[config.mk]
export PLATFORM = sky130hd
export DESIGN_NAME = alf_fault_resp
export DESIGN_NICKNAME = d
export VERILOG_FILES = /design/src/hw/alf_pkg.sv /design/src/hw/alf_fault_resp.sv
export VERILOG_INCLUDE_DIRS = /design/src /design/src/hw
export SDC_FILE = /design/constraint.sdc
export NUM_CORES = 1
export LEC_CHECK = 0
export BUFFER_PORTS_ARGS = -buffer_cell sky130_fd_sc_hd__buf_2
export CORE_AREA = 2 2 77 79
export CTS_CLUSTER_DIAMETER = 150
export DETAILED_ROUTE_END_ITERATION = 6
export DIE_AREA = 0 0 79 81
export RECOVER_POWER = 100
export SLEW_MARGIN = 10
export SYNTH_ARGS = -nofsm -noshare
export SYNTH_HDL_FRONTEND = slang
export SYNTH_SLANG_ARGS = --single-unit
[constraint.sdc]
create_clock -name MCLK_IN -period 3.79 [get_ports MCLK_IN]
set_input_delay 0.1895 -clock MCLK_IN [delete_from_list [all_inputs] [get_ports MCLK_IN]]
set_output_delay 0.1895 -clock MCLK_IN [all_outputs]
set_load 0.01 [all_outputs]
[src/hw/alf_map.svh]
// Purpose: Register offsets, field positions and reset values of the fault-response bank
// Assumes: 8-bit register offsets as seen by the serial management bus engine
// Notes:   Definitions only
`ifndef ALF_MAP_SVH
`define ALF_MAP_SVH

`define ALF_ADDR_W          8
`define ALF_DATA_W          8
`define ALF_OFS_LOCAL_MASK  8'h48
`define ALF_OFS_REM1_MASK   8'h49
`define ALF_OFS_REM2_MASK   8'h4a
`define ALF_OFS_ANALOG_INPUT_FIRST_RESP   8'h50
`define ALF_OFS_ANALOG_INPUT_SECOND_RESP   8'h51
`define ALF_OFS_ANALOG_INPUT_FIRST_MASK   8'h58
`define ALF_OFS_ANALOG_INPUT_SECOND_MASK   8'h59
`define ALF_RESET_VAL       8'h00
`define ALF_MASK_USED       8'h03
`define ALF_LATCH_BIT       7
`define ALF_ALARM_MSB       7
`define ALF_ALARM_LSB       4
`define ALF_OUT_IDLE        1'b1

`endif

[src/hw/alf_pkg.sv]
// Purpose: Types shared by the fault-response bank
// Assumes: Field layout of a channel fault-response register, bit 0 lowest
// Notes:   Offsets and reset values live in alf_map.svh
package alf_pkg;

  typedef struct packed {
    logic latch;      // Bit 7: latched out-of-limit event
    logic alert_lo;   // Bit 6: host alert on lower threshold
    logic alarm_lo;   // Bit 5: alarm speed on lower threshold
    logic cascade_fault_out_lo;  // Bit 4: cascade fault on lower threshold
    logic above_lo;   // Bit 3: 1 = above lower threshold is a fault
    logic alert_hi;   // Bit 2: host alert on upper threshold
    logic alarm_hi;   // Bit 1: alarm speed on upper threshold
    logic cascade_fault_out_hi;  // Bit 0: cascade fault on upper threshold
  } alf_resp_t;

  typedef struct packed {
    logic cascade_fault_out;
    logic alert;
    logic alarm;
    logic event_hit;
  } alf_chan_evt_t;

endpackage

[src/hw/alf_fault_resp.sv]
// Purpose: Fault-response configuration for two analog input channels and temp fan masks
// Assumes: Threshold comparison flags come from logic on MCLK_IN; a bus engine drives
//          the register port with one-cycle strobes
// Notes:   Outputs are registered, so responses follow the flags by one cycle
`timescale 1ns/100ps
`include "alf_map.svh"

// Functional notes
// - Temp fan mask bits 2-7 read zero
// - Offsets 48h/49h/4Ah serve local, remote one, two
// - Offset 50h first channel, 51h second
// - Bit 0: cascade fault above upper threshold
// - Bit 1: alarm speed above upper threshold
// - Bit 2: host alert above upper threshold
// - Bit 3 selects lower threshold fault sense
// - Bit 4: cascade fault on lower threshold
// - Bit 5: alarm speed on lower threshold
// - Bit 6: host alert on lower threshold
// - Bit 7 latches any out-of-limit event
// - Latch clears on reset or when host writes zero
// - Channel fan masks choose fans for alarm
// - Alarm speed from fan speed upper nibble
module alf_fault_resp #(
  parameter int N_CH  = 2,
  parameter int N_FAN = 2
) (
  input  wire logic                   MCLK_IN,         // 100 MHz clock
  input  wire logic                   SRST_IN,         // Synchronous reset, active high
  input  wire logic                   CE_IN,           // Clock enable, freezes state when low
  input  wire logic [`ALF_ADDR_W-1:0] REG_ADDR_IN,     // Register offset
  input  wire logic [`ALF_DATA_W-1:0] REG_WDATA_IN,    // Write data
  input  wire logic                   REG_WR_IN,       // Write strobe, one cycle
  input  wire logic                   REG_RD_IN,       // Read strobe, one cycle
  input  wire logic [N_CH-1:0]        ABOVE_UPPER_IN,  // Reading above upper threshold
  input  wire logic [N_CH-1:0]        ABOVE_LOWER_IN,  // Reading above lower threshold
  input  wire logic [N_CH-1:0]        BELOW_LOWER_IN,  // Reading below lower threshold
  input  wire logic [N_FAN*8-1:0]     FAN_SPEED_IN,    // Fan speed registers, fan 0 low byte
  output logic [`ALF_DATA_W-1:0]      REG_RDATA_OUT,   // Read data, valid after read strobe
  output logic                        REG_RVALID_OUT,  // Read data valid pulse
  output logic                        CASCADE_FAULT_OUT_N_OUT,    // Cascade fault, active low
  output logic                        ALERT_N_OUT,     // Host alert, active low
  output logic [N_FAN-1:0]            FAN_ALARM_OUT,   // Fan forced to alarm speed
  output logic [N_FAN*4-1:0]          FAN_ALARM_SPD_OUT // Alarm speed nibble per fan
);

  localparam int NIB = `ALF_ALARM_MSB - `ALF_ALARM_LSB + 1;

  alf_pkg::alf_resp_t           resp_q [N_CH];
  alf_pkg::alf_resp_t           resp_d [N_CH];
  logic [1:0]                   ain_mask_q [N_CH];
  logic [1:0]                   ain_mask_d [N_CH];
  logic [1:0]                   tmp_mask_q [3];
  logic [1:0]                   tmp_mask_d [3];
  alf_pkg::alf_chan_evt_t       evt [N_CH];
  logic [`ALF_DATA_W-1:0]       rdata_d;
  logic [`ALF_DATA_W-1:0]       rdata_q;
  logic                         rvalid_d;
  logic                         rvalid_q;
  logic                         cascade_fault_out_n_d;
  logic                         cascade_fault_out_n_q;
  logic                         alert_n_d;
  logic                         alert_n_q;
  logic [N_FAN-1:0]             alarm_d;
  logic [N_FAN-1:0]             alarm_q;
  logic [N_FAN*4-1:0]           spd_d;
  logic [N_FAN*4-1:0]           spd_q;

  // Evaluates one channel's configured responses against its comparison flags
  function automatic alf_pkg::alf_chan_evt_t chan_eval(
    input alf_pkg::alf_resp_t r,
    input logic               hi,
    input logic               lo_above,
    input logic               lo_below
  );
    alf_pkg::alf_chan_evt_t e;
    logic                   lo;
    lo          = r.above_lo ? lo_above : lo_below;
    e.cascade_fault_out    = (r.cascade_fault_out_hi & hi) | (r.cascade_fault_out_lo & lo);
    e.alarm     = (r.alarm_hi & hi) | (r.alarm_lo & lo);
    e.alert     = (r.alert_hi & hi) | (r.alert_lo & lo);
    e.event_hit = hi | lo;
    return e;
  endfunction

  function automatic logic [`ALF_DATA_W-1:0] mask_rd(input logic [1:0] m);
    return {6'h00, m} & `ALF_MASK_USED;
  endfunction

  always_comb
  begin
    for (int c = 0; c < N_CH; c++)
    begin
      evt[c] = chan_eval(resp_q[c], ABOVE_UPPER_IN[c], ABOVE_LOWER_IN[c], BELOW_LOWER_IN[c]);
    end
  end

  // Bit 7 is cleared by reset or by a host write of zero; writing a one keeps its current value
  function automatic alf_pkg::alf_resp_t resp_wr(
    input alf_pkg::alf_resp_t     old,
    input logic [`ALF_DATA_W-1:0] wd
  );
    return alf_pkg::alf_resp_t'({old.latch & wd[`ALF_LATCH_BIT],
                                 wd[`ALF_LATCH_BIT-1:0]});
  endfunction

  // Temperature-channel fan masks: stored and readable, they steer nothing here
  always_comb
  begin
    for (int t = 0; t < 3; t++)
    begin
      tmp_mask_d[t] = tmp_mask_q[t];
    end
    if (REG_WR_IN)
    begin
      unique case (REG_ADDR_IN)
        `ALF_OFS_LOCAL_MASK: tmp_mask_d[0] = REG_WDATA_IN[1:0];
        `ALF_OFS_REM1_MASK:  tmp_mask_d[1] = REG_WDATA_IN[1:0];
        `ALF_OFS_REM2_MASK:  tmp_mask_d[2] = REG_WDATA_IN[1:0];
        default: ;
      endcase
    end
  end

  always_ff @(posedge MCLK_IN)
  begin
    if (SRST_IN)
    begin
      for (int t = 0; t < 3; t++)
      begin
        tmp_mask_q[t] <= 2'h0;
      end
    end
    else if (CE_IN)
    begin
      tmp_mask_q <= tmp_mask_d;
    end
  end

  // Analog channel fan masks; only the two fan bits are kept
  always_comb
  begin
    for (int c = 0; c < N_CH; c++)
    begin
      ain_mask_d[c] = ain_mask_q[c];
    end
    if (REG_WR_IN)
    begin
      unique case (REG_ADDR_IN)
        `ALF_OFS_ANALOG_INPUT_FIRST_MASK:  ain_mask_d[0] = REG_WDATA_IN[1:0];
        `ALF_OFS_ANALOG_INPUT_SECOND_MASK:  ain_mask_d[1] = REG_WDATA_IN[1:0];
        default: ;
      endcase
    end
  end

  always_ff @(posedge MCLK_IN)
  begin
    if (SRST_IN)
    begin
      for (int c = 0; c < N_CH; c++)
      begin
        ain_mask_q[c] <= 2'h0;
      end
    end
    else if (CE_IN)
    begin
      ain_mask_q <= ain_mask_d;
    end
  end

  // Fault-response registers and their latched event bit
  always_comb
  begin
    for (int c = 0; c < N_CH; c++)
    begin
      resp_d[c] = resp_q[c];
    end
    if (REG_WR_IN)
    begin
      unique case (REG_ADDR_IN)
        `ALF_OFS_ANALOG_INPUT_FIRST_RESP:  resp_d[0] = resp_wr(resp_q[0], REG_WDATA_IN);
        `ALF_OFS_ANALOG_INPUT_SECOND_RESP:  resp_d[1] = resp_wr(resp_q[1], REG_WDATA_IN);
        default: ;
      endcase
    end
    // Set after the write so an event in the clearing cycle is kept
    for (int c = 0; c < N_CH; c++)
    begin
      if (evt[c].event_hit)
      begin
        resp_d[c].latch = 1'b1;
      end
    end
  end

  always_ff @(posedge MCLK_IN)
  begin
    if (SRST_IN)
    begin
      for (int c = 0; c < N_CH; c++)
      begin
        resp_q[c] <= alf_pkg::alf_resp_t'(`ALF_RESET_VAL);
      end
    end
    else if (CE_IN)
    begin
      resp_q <= resp_d;
    end
  end

  // Read path, answered one cycle after the strobe; data holds until the next read
  always_comb
  begin
    rdata_d  = rdata_q;
    rvalid_d = REG_RD_IN;
    if (REG_RD_IN)
    begin
      unique case (REG_ADDR_IN)
        `ALF_OFS_LOCAL_MASK: rdata_d = mask_rd(tmp_mask_q[0]);
        `ALF_OFS_REM1_MASK:  rdata_d = mask_rd(tmp_mask_q[1]);
        `ALF_OFS_REM2_MASK:  rdata_d = mask_rd(tmp_mask_q[2]);
        `ALF_OFS_ANALOG_INPUT_FIRST_RESP:  rdata_d = resp_q[0];
        `ALF_OFS_ANALOG_INPUT_SECOND_RESP:  rdata_d = resp_q[1];
        `ALF_OFS_ANALOG_INPUT_FIRST_MASK:  rdata_d = {6'h00, ain_mask_q[0]};
        `ALF_OFS_ANALOG_INPUT_SECOND_MASK:  rdata_d = {6'h00, ain_mask_q[1]};
        default:             rdata_d = `ALF_RESET_VAL;
      endcase
    end
  end

  always_ff @(posedge MCLK_IN)
  begin
    if (SRST_IN)
    begin
      rdata_q  <= `ALF_RESET_VAL;
      rvalid_q <= 1'b0;
    end
    else if (CE_IN)
    begin
      rdata_q  <= rdata_d;
      rvalid_q <= rvalid_d;
    end
  end

  // Response outputs follow the flags, not the latch, so they drop with the condition
  // Alarm speed follows the fan register even while idle
  always_comb
  begin
    cascade_fault_out_n_d = `ALF_OUT_IDLE;
    alert_n_d  = `ALF_OUT_IDLE;
    alarm_d    = '0;
    for (int c = 0; c < N_CH; c++)
    begin
      if (evt[c].cascade_fault_out)
      begin
        cascade_fault_out_n_d = ~`ALF_OUT_IDLE;
      end
      if (evt[c].alert)
      begin
        alert_n_d = ~`ALF_OUT_IDLE;
      end
      if (evt[c].alarm)
      begin
        alarm_d = alarm_d | ain_mask_q[c][N_FAN-1:0];
      end
    end
    for (int f = 0; f < N_FAN; f++)
    begin
      spd_d[f*NIB +: NIB] = FAN_SPEED_IN[f*8+`ALF_ALARM_LSB +: NIB];
    end
  end

  always_ff @(posedge MCLK_IN)
  begin
    if (SRST_IN)
    begin
      cascade_fault_out_n_q <= `ALF_OUT_IDLE;
      alert_n_q  <= `ALF_OUT_IDLE;
      alarm_q    <= '0;
      spd_q      <= '0;
    end
    else if (CE_IN)
    begin
      cascade_fault_out_n_q <= cascade_fault_out_n_d;
      alert_n_q  <= alert_n_d;
      alarm_q    <= alarm_d;
      spd_q      <= spd_d;
    end
  end

  assign REG_RDATA_OUT     = rdata_q;
  assign REG_RVALID_OUT    = rvalid_q;
  assign CASCADE_FAULT_OUT_N_OUT      = cascade_fault_out_n_q;
  assign ALERT_N_OUT       = alert_n_q;
  assign FAN_ALARM_OUT     = alarm_q;
  assign FAN_ALARM_SPD_OUT = spd_q;

endmodule

==> Word level (Yosys, flattened, before mapping) <==
Cells that the tools add are included.
W data, S select, Z words.
{ "op_classes": {"n_eq_ne": 7, "mux": 14, "n_bitwise": 23, "n_reduce_logical": 14} }
{ "op_table": {"columns": ["cell", "n"], "rows": [
  ["$eq A8 B7 Y1 const B", 7],
  ["$pmux W8 S7", 1],
  ["$reduce_and A3 Y1", 9],
  ["$mux W16", 1],
  ["$mux W8", 2],
  ["$and A1 B1 Y1", 14],
  ["$mux W1", 8],
  ["$or A1 B1 Y1", 8],
  ["$reduce_bool A2 Y1", 4],
  ["$mux W2", 2],
  ["$or A2 B2 Y2", 1],
  ["$reduce_and A2 Y1", 1]
]} }
{ "totals": {"ff_bits": 47, "input_bits": 43, "output_inout_bits": 21, "wordCells": 85} }

==> Logic depth before layout (Yosys ltp) <==
Gate-level depths: netlist of run 1.
{ "logic_depth": {"word_depth": 6, "mapped_depth": 6, "depth_no_buf": 4} }

==> Least setup slack after synthesis of run 1 <==
Ideal clock, no wire load.
{ "synth_path": {"kind": "input-to-reg", "from": "input REG_ADDR_IN[5]", "to": "register resp_q[0] in the netlist's numbering", "arrival_ps": 1578, "required_time_ps": 3662, "path_slack_ps": 2084, "stages": 6, "n_path_buf": 2, "cell_sequence": "or3b_1 -> buf_4 -> or4_1 -> buf_2 -> mux2i_1 -> nor2_1"} }
{ "synth_via": {"elab_chain_cells": 2} }
{ "synth_rtl": {"columns": ["item", "line_no", "text"], "rows": [
  ["start: declaration", "alf_fault_resp.sv:30", "input wire logic [`ALF_ADDR_W-1:0] REG_ADDR_IN,"],
  ["$eq A8 B7 Y1", "alf_fault_resp.sv:180", "unique case (REG_ADDR_IN)"],
  ["$reduce_and A3 Y1 (no line)", null, null],
  ["end signal: indexed assignment", "alf_fault_resp.sv:202", "resp_q[c] <= alf_pkg::alf_resp_t'(`ALF_RESET_VAL);"],
  ["end signal: assignment", "alf_fault_resp.sv:207", "resp_q <= resp_d;"],
  ["end: declaration", "alf_fault_resp.sv:48", "alf_pkg::alf_resp_t resp_q [N_CH];"]
]} }
No other way between the ends.
A chain may end at the register's enable or synchronous reset.

==> Worst setup path after layout of run 1 <==
{ "layout_path": {"from": "input CE_IN", "to": "register resp_q[3] in the netlist's numbering"} }
{ "layout_via": {"elab_chain_cells": 1} }
{ "layout_rtl": {"columns": ["item", "line_no", "text"], "rows": [
  ["start: declaration", "alf_fault_resp.sv:29", "input wire logic CE_IN,"],
  ["$reduce_and A3 Y1 (no line)", null, null]
]} }
No other way between the ends.

==> results of run 1 <==
through the flow:
step / instance area [µm²] / hold slack [ns] / util [%]
final: 2530 / 0.125 / 44.6
after global routing: 2530 / 0.124 / 44.6
after CTS: 2560 / 0.123 / 45.1
after detailed placement: 2440 / 0.436 / 43.0
after global placement: 2440 / 0.431 / 43.0
after floorplan: 2140 / 0.333 / -
cell usage in the layout, fill, tap and decap left out, types with 3 or more instances in the layout:
cell type / instances
a21oi_1: 6
a221oi_1: 4
a2bb2oi_1: 6
buf_2: 32
clkbuf_1: 23
clkbuf_8: 6
dfxtp_1: 47
inv_1: 3
mux2i_1: 42
nand2_1: 5
nand2b_1: 3
nand3b_1: 5
nor2_1: 43
nor3_1: 4
nor4_1: 3
nor4_2: 4
o21ai_0: 5
power groups by stage:
stage               Sequential [mW]  Combinational, mW  Clock [mW]
global placement              0.518             0.0910           0
floorplan                     0.522             0.0503           0
global route                  0.509             0.0985       0.412
CTS                           0.507             0.0917       0.393
detailed placement            0.519             0.0915           0
finish                        0.507             0.0889       0.381
state kept, by name, indices dropped and copies added, names as in the netlist:
register                 flops
ALERT_N_OUT                  1
CASCADE_FAULT_OUT_N_OUT      1
FAN_ALARM_OUT                2
FAN_ALARM_SPD_OUT            8
REG_RDATA_OUT                8
REG_RVALID_OUT               1
ain_mask_q                   4
resp_q                      16
tmp_mask_q                   6
final timing paths:
check | end | slack [ns] | depth (start not counted)
min | FAN_ALARM_SPD_OUT[7] | 0.13 | 3
min reg2reg | ALERT_N_OUT | 0.47 | 1
max | resp_q[3] | 1.46 | 5
max reg2reg | FAN_ALARM_OUT[1] | 2.20 | 4
synthesized netlist by cell type (2+ instances only):
cell type,count
dfxtp_1,47
nor2_1,43
mux2i_1,42
clkbuf_1,9
a21oi_1,6
a2bb2oi_1,6
nand2_1,5
nand3b_1,5
o21ai_0,5
a221oi_1,4
nor3_1,4
nor4_2,4
inv_1,3
nand2b_1,3
nor4_1,3
a211o_1,2
a221o_1,2
a22o_1,2
buf_1,2
buf_2,2
mux2_2,2
o31ai_1,2
o32ai_1,2
or3b_1,2
or4bb_1,2
worst max-delay path, delay by kind of cell:
kind / cells / cell delay (ns)
buf+inv: 1 / 0.66
mux: 1 / 0.25
simple gates: 3 / 1.32
layout make-up:
type                       instances  area [µm²]
sequential                        47         941
multi-input combinational        154        1120
clock buffer                       6        82.6
timing repair buffer              55         246
fill                             609        3140
inverter                           3        11.3
clock inverter                     2        38.8
tap                               75        93.8
routing by layer:
metal | vias up | share of wire [%]
met5 | - | 0
met3 | 5 | 5.0
met2 | 43 | 49
met1 | 838 | 45
li1 | 884 | -
met4 | 0 | 0.88
logic make-up (layout without fill, tap and decap cells):
group	count (synthesis)	after routing	share of synthesized area, %
AO/OA/AOI/OAI	33	33	11.5
buffers and inverters	18	66	3.80
flip-flops	47	47	43.9
multiplexers	44	44	20.7
AND/OR/NAND/NOR	77	77	20.1
==> results.cfg, run 1 <==
[cts]
root_buffer = clkbuf_8
cts-htree-levels = 2
cts_resized = 0
cts.sinks = 47
cts_made_buffers = 5
tritoncts = done
ctsHoldBuffers = 0
clkTransAtPathRegs_ns = 0.09
clock_path_buffers = 2
post_cts_buffers = 0
insertion_delay_ns = 0.29

[power]
powerDensity_nw_per_um2 = 386
swShare_pct = 22.7
power_mw = 0.977
clkPwrFrac_pct = 39.0
switching_power_mw = 0.222
p_leak_nw = 0.976
vdd_ir_drop_max_v = 0.000136
p_int_mw = 0.755
seqPwrFrac_pct = 51.9
p_comb_share_pct = 9.1

[global_routing]
grt_pass1_vias = 1695
antenna_found_initial = 0
top_usage_layer = met2
grt_use_met3_pct = 2.56
grt_first_pass_wirelength_mm = 7.84
grt_usage_pct = 15.4
met2_usage_pct = 27.8
overflow = 0
gr-usage-met1_pct = 19.1
grt_max_degree = 48

[routing]
vias = 1770
ant_nets = 0
drc_errors = 0
wl_per_cell_um = 14.0
dr.pass1.iters = 4
first_iter_violations = 124
via_per_inst = 5.18
routed_wl_mm = 4.78

[finish]
nNetsFinal = 309
drive_gt1_share_pct = 18.4
area_growth_pct = 18.3
final_cells = 342
diodes = 0

[floorplanning]
die-area_um2 = 6400
core_area_um2 = 5680
fp.dieH_um = 81
io-pin-count = 64
rows = 28
initial_core_util_pct = 37.7
die_x_um = 79

[sta]
rsz0062_at_grt = false
fmax_ghz = 0.430
setup_viol = 0
relSlewSlack_pct = -35.8
hold_viol = 0
period_share_pct = 61.4
worst_slack_ns = 1.46
tns_ns = 0
finClkSkew_ns = 0.00731
tightest_slew_ns = 2.04
finalCriticalPeriod_ns = 2.33
slew_viol_final = 48

[critical_path]
critical_path_required_ns = 3.90
critPathKind = in2reg
rr_startpoint = resp_q[11]
start_kind = input pin
end_kind = register
worstPathArrival_ns = 2.44
cpPeakStageDelay_ns = 0.83
cp-startpoint = CE_IN
critical_path.cell_chain = clkbuf_1, nand2_1, or4_1, mux2i_1, nor2_1
cp_slowest_cell = or4_1
worst-path-max-fanout = 16

[place]
pre_cts_slack_ns = 1.66
port_buffers = 55
dpl.cell_count = 334
gp_congestion = 0.748
dp_hpwl_mm = 3.46

[hold_path]
hold_path.class = in2reg
holdCritStartpoint = FAN_SPEED_IN[15]

[synth]
yosys_warnings = 0
synth-seq-area-share_pct = 43.9
synth.net_count = 262
netlist_area_um2 = 2140
synth_edf_count = 0
synth_top_cells_by_area = dfxtp_1 44%, mux2i_1 20%, nor2_1 7.5%
postSynth.asyncResetShare_pct = 0
synth_seq_cells = 47
ys.flop_type = dfxtp_1
yosysTopAreaCell = dfxtp_1
synth.top_cell.area_share_pct = 43.9
synth_cells = 219
netlist-cell-type-count = 35
syn_area_per_cell_um2 = 9.78

[status]
violations = max-capacitance violations, max-slew violations
status = finished with violations

[job]
drv_cap = 1
Note: power is estimated with default switching activity, not from simulation.
==> inputs of run 2 (changes only) <==
ABC_AREA = 1   (was not set)
PLACE_DENSITY = 0.65   (was not set)
clock period = 1.9 ns   (was 3.79 ns; I/O delays follow)
==> results.cfg, run 2 <==
[place]
port_buffers = 55
gp_congestion = 0.824
placed_cell_area_um2 = 2490
dp_hpwl_mm = 3.62

[cts]
root_buffer = clkbuf_8
cts_resized = 0
clkTransAtPathRegs_ns = 0.09
clock_path_buffers = 2
cts_made_buffers = 5
post_cts_buffers = 0
insertion_delay_ns = 0.30
ctsHoldBuffers = 0
cts.sinks = 47
cts-htree-levels = 2
tritoncts = done

[routing]
first_iter_violations = 104
via_per_inst = 4.65
drc_errors = 0
routed_wl_mm = 4.90
wl_per_cell_um = 11.7
dr.pass1.iters = 4
vias = 1955
ant_nets = 0

[critical_path]
worst-path-max-fanout = 11
worstPathArrival_ns = 1.62
crit_buf_inv = 3
path_delay_family = buffers and inverters
critical_path_required_ns = 2.13
end_kind = register
critical_path.cell_chain = clkbuf_1, clkbuf_1, nand2_1, inv_1, nand2_1, a21oi_1
cpPeakStageDelay_ns = 0.37
cp_slowest_cell = clkbuf_1
critPathKind = in2reg
start_kind = input pin

[power]
powerDensity_nw_per_um2 = 774
power_mw = 1.97
p_leak_nw = 1.12
vdd_ir_drop_max_v = 0.000363

[floorplanning]
rows = 28
fp.dieH_um = 81
die-area_um2 = 6400
io-pin-count = 64
initial_core_util_pct = 38.0
die_x_um = 79
core_area_um2 = 5680

[synth]
netlist-cell-type-count = 24
netlist_area_um2 = 2160
synth_seq_cells = 47
yosysMostFrequentCell = dfxtp_1
postSynth.asyncResetShare_pct = 0
synth-seq-area-share_pct = 43.6
ys.flop_type = dfxtp_1
synth_cells = 288
yosysTopAreaCell = dfxtp_1
syn_area_per_cell_um2 = 7.49
yosys_warnings = 0
yosys-top-cells-count = 47 x dfxtp_1, 44 x nand2_1, 35 x a21oi_1, 31 x inv_1, 31 x o21ai_0
synth.net_count = 331
synth_edf_count = 0
synth.top_cell.area_share_pct = 43.6
synth_top_cells_by_area = dfxtp_1 44%, a21oi_1 8.1%, nand2_1 7.7%

[sta]
period_share_pct = 73.1
finalCriticalPeriod_ns = 1.39
finClkSkew_ns = 0.00834
rsz0062_at_grt = false
setup_viol = 0
relSlewSlack_pct = 67.3
tns_ns = 0
tightest_slew_ns = 0.490
fmax_ghz = 0.720
hold_ws_ns = 0.0119
hold_viol = 0
slew_viol_final = 0

[global_routing]
grt_usage_pct = 16.2
grt_first_pass_wirelength_mm = 8.14
grt_max_degree = 34
antenna_found_initial = 0
grt_pass1_vias = 1758
overflow = 0

[finish]
diodes = 0
area_growth_pct = 18.1
largest-register = resp_q
layout_common_cells = 47 x dfxtp_1, 46 x nand2_1, 37 x a21oi_1, 36 x o21ai_0, 34 x inv_1
nFillCells = 630
largest_register_ffs = 16
nNetsFinal = 387
final_common_cell = dfxtp_1
fin_area_um2 = 2550
drive_gt1_share_pct = 18.6

[job]
drv_cap = 0

[hold_path]
hold_path.class = in2reg

[status]
status = finished, final reports clean
-- run 2: changes by cell type in the layout (fill, tap and decap cells not counted), sizes merged, moves of 4 or more --
| cell | before | now |
|---|---|---|
| nand3b | 5 | 0 |
| o21ai | 5 | 37 |
| a21oi | 6 | 37 |
| inv | 4 | 41 |
| nand2 | 5 | 54 |
| nand3 | 0 | 21 |
| mux2i | 42 | 0 |
| nor2 | 43 | 30 |
| nor3 | 4 | 0 |
| nor4 | 8 | 0 |
| o22ai | 0 | 6 |
| a2bb2oi | 6 | 0 |
-- run 2: cell type report --
cell class / instances / area [µm²] / area share [%]
Clock inverter: 2 / 38.8 / 1.52
Sequential cell: 47 / 941 / 37.0
Inverter: 40 / 150 / 5.90
Multi-Input combinational cell: 191 / 970 / 38.1
Clock buffer: 6 / 82.6 / 3.24
Tap cell: 75 / 93.8 / 3.69
Timing Repair Buffer: 59 / 270 / 10.6
-- run 2: worst reg2reg max path: stages, from the launching register on --
cell	delay, ns
dfxtp_1	0.33
o21ai_0	0.15
clkbuf_1	0.21
o21ai_0	0.17
nand2_1	0.09
nand3_1	0.08
o211ai_1	0.10
inv_1	0.06
-- run 2: kinds of logic (layout without fill, tap and decap cells) --
family,count (synthesis),after routing,share of synthesized area [%]
AND/OR/NAND/NOR,105,105,24.7
AO/OA/AOI/OAI,86,86,21.6
flip-flops,47,47,43.6
buffers and inverters,50,107,10.1
-- run 2: stage by stage --
step | utilization, % | std cells | setup WS [ns]
2_1_floorplan | - | 288 | 0.812
3_3_place_gp | 43.8 | 412 | 0.563
3_5_place_dp | 43.8 | 412 | 0.535
4_1_cts | 46.0 | 420 | 0.615
5_1_grt | 44.9 | 420 | 0.328
6_report | 44.9 | 420 | 0.510
-- run 2: worst paths after layout --
check / start / to / slack (ns) / cells past startpoint
min: FAN_SPEED_IN[14] / FAN_ALARM_SPD_OUT[6] / 0.01 / 3
max reg2reg: resp_q[3] / FAN_ALARM_OUT[1] / 0.61 / 7
max: CE_IN / REG_RDATA_OUT[5] / 0.51 / 6
min reg2reg: REG_RVALID_OUT / REG_RVALID_OUT / 0.47 / 2
-- run 2: power breakdown --
group	internal [mW]	switching, mW
logic	0.0638	0.115
clock network	0.433	0.344
registers	1.01	0.00939
total	1.50	0.468
-- run 2: metal layers --
layer | vias up | track usage [%] | routed length [µm] | part of all wire [%]
met3 | 2 | 4.56 | 226 | 4.6
met4 | 0 | 6.21 | 55 | 1.1
met2 | 43 | 25.6 | 2200 | 45
met1 | 854 | 21.0 | 2420 | 49
li1 | 1056 | - | - | -
met5 | - | 0 | 0 | 0
==> inputs of run 3 (changes only) <==
ABC_AREA = 0   (was 1)
PLACE_DENSITY = not set   (was 0.65)
clock period = 1.4 ns   (was 1.9 ns; I/O delays follow)
==> results.cfg, run 3 (synthesized netlist as in run 1, its figures left out) <==
[global_routing]
grt_max_degree = 26
grt_first_pass_wirelength_mm = 8.51
overflow = 0
grt_usage_pct = 17.1
grt_pass1_vias = 1780
antenna_found_initial = 0

[finish]
largest-register = resp_q
final_common_cell = dfxtp_1
fin_util_pct = 50.7
largest_register_ffs = 16
diodes = 0
multiInputGateArea_um2 = 1160
layout_common_cells = 45 x dfxtp_1, 43 x nor2_1, 42 x mux2i_1, 34 x buf_2, 22 x clkbuf_1
nFillCells = 575
area_growth_pct = 34.3
drive_gt1_share_pct = 28.8
final_cells = 374
regArea_um2 = 943
nNetsFinal = 341

[place]
dp_hpwl_mm = 3.89
pre_cts_slack_ns = -0.299
port_buffers = 55
gp_congestion = 0.850
dpl.cell_count = 361

[hold_path]
whs_path_depth = 3
hold_path.class = in2reg
min_to = FAN_ALARM_SPD_OUT[2]
holdCritStartpoint = FAN_SPEED_IN[6]

[critical_path]
rr_worst_depth = 4
rr_startpoint = resp_q[3]
reg2reg_to = ALERT_N_OUT
reg2reg_slack_ns = 0.03
worst-path-max-fanout = 3
worstPathArrival_ns = 1.63
critPathKind = reg2reg
critical_path_required_ns = 1.65
start_kind = register
end_kind = register

[cts]
cts-htree-levels = 2
clkTransAtPathRegs_ns = 0.09
cts.sinks = 47
cts_made_buffers = 5
insertion_delay_ns = 0.30
root_buffer = clkbuf_8
post_cts_buffers = 0
tritoncts = done
clock_path_buffers = 2

[sta]
tns_ns = 0
fmax_ghz = 0.729
rsz0062_at_grt = true
finClkSkew_ns = 0.00586
relSlewSlack_pct = 66.9
hold_viol = 0
setup_viol = 0
period_share_pct = 98.0
slew_viol_final = 0
finalCriticalPeriod_ns = 1.37
worst_slack_ns = 0.0274
tightest_slew_ns = 0.497

[power]
vdd_ir_drop_max_v = 0.000563
power_mw = 2.91
p_leak_nw = 1.17
powerDensity_nw_per_um2 = 1010

[routing]
vias = 1862
dr.pass1.iters = 4
wl_per_cell_um = 14.3
drc_errors = 0
routed_wl_mm = 5.34
via_per_inst = 4.98
ant_nets = 0
first_iter_violations = 100

[floorplanning]
die-area_um2 = 6400
initial_core_util_pct = 37.7
rows = 28
core_area_um2 = 5680
fp.dieH_um = 81
io-pin-count = 64
die_x_um = 79

[status]
status = finished, final reports clean

[job]
drv_cap = 0
-- run 3: changes by cell type in the layout (fill, tap and decap cells not counted), sizes merged, moves of 8 or more --
cell   before  now
o21ai      37    5
nor4        0    8
inv        41    4
nor2       30   43
buf        35   56
a21oi      37    6
mux2i       0   42
nand3      21    0
nand2      54    5
-- run 3: worst max-delay path by stage --
stage | startpoint | slack [ns] | to
after floorplan | REG_ADDR_IN[1] | -0.12 | resp_q[3]
after global placement | REG_ADDR_IN[7] | -0.35 | ain_mask_q[1]
after detailed placement | REG_ADDR_IN[7] | -0.30 | ain_mask_q[2]
after CTS | resp_q[11] | 0.005 | FAN_ALARM_OUT[1]
after global routing | resp_q[3] | -0.009 | FAN_ALARM_OUT[1]
final | resp_q[3] | 0.03 | ALERT_N_OUT
-- run 3: worst max-delay path, stage by stage (launching register included) --
cell and delay (ns):
dfxtp_2 0.36, mux2_4 0.32, buf_4 0.15, a221oi_1 0.36, a211o_1 0.14
-- run 3: area by class of cell --
type | instances | area share [%]
sequential | 47 | 32.8
clock inverter | 3 | 2.48
inverter | 3 | 0.391
tap | 75 | 3.26
timing repair buffer | 87 | 18.4
multi-input combinational | 154 | 40.2
clock buffer | 5 | 2.39
-- run 3: metal layers --
metal  vias to the layer above  GRT usage, %  part of all wire [%]
li1                        947             -                     -
met1                       874          22.1                    47
met2                        35          28.6                    48
met3                         6          4.22                   3.4
met4                         0          4.83                   1.1
met5                         -             0                     0
-- run 3: report_power, final --
group          switching (mW)  internal, mW  leakage (nW)
logic                   0.163         0.149         0.719
registers              0.0123          1.36         0.383
clock network           0.495         0.725        0.0703
total                   0.670          2.24          1.17
-- run 3: repair_timing --
action                     CTS  global route
hold buffers                 5             0
hold endpoints to repair     5             0
resized for setup            6             4
pin swaps                    3             4
setup endpoints to repair    4            18
-- run 3: per-stage QoR --
stage	hold slack, ns	area, µm²
floorplan	0.214	2170
global placement	0.305	2690
detailed placement	0.316	2690
CTS	0.00162	2910
global route	0.00783	2880
finish	0.00864	2880
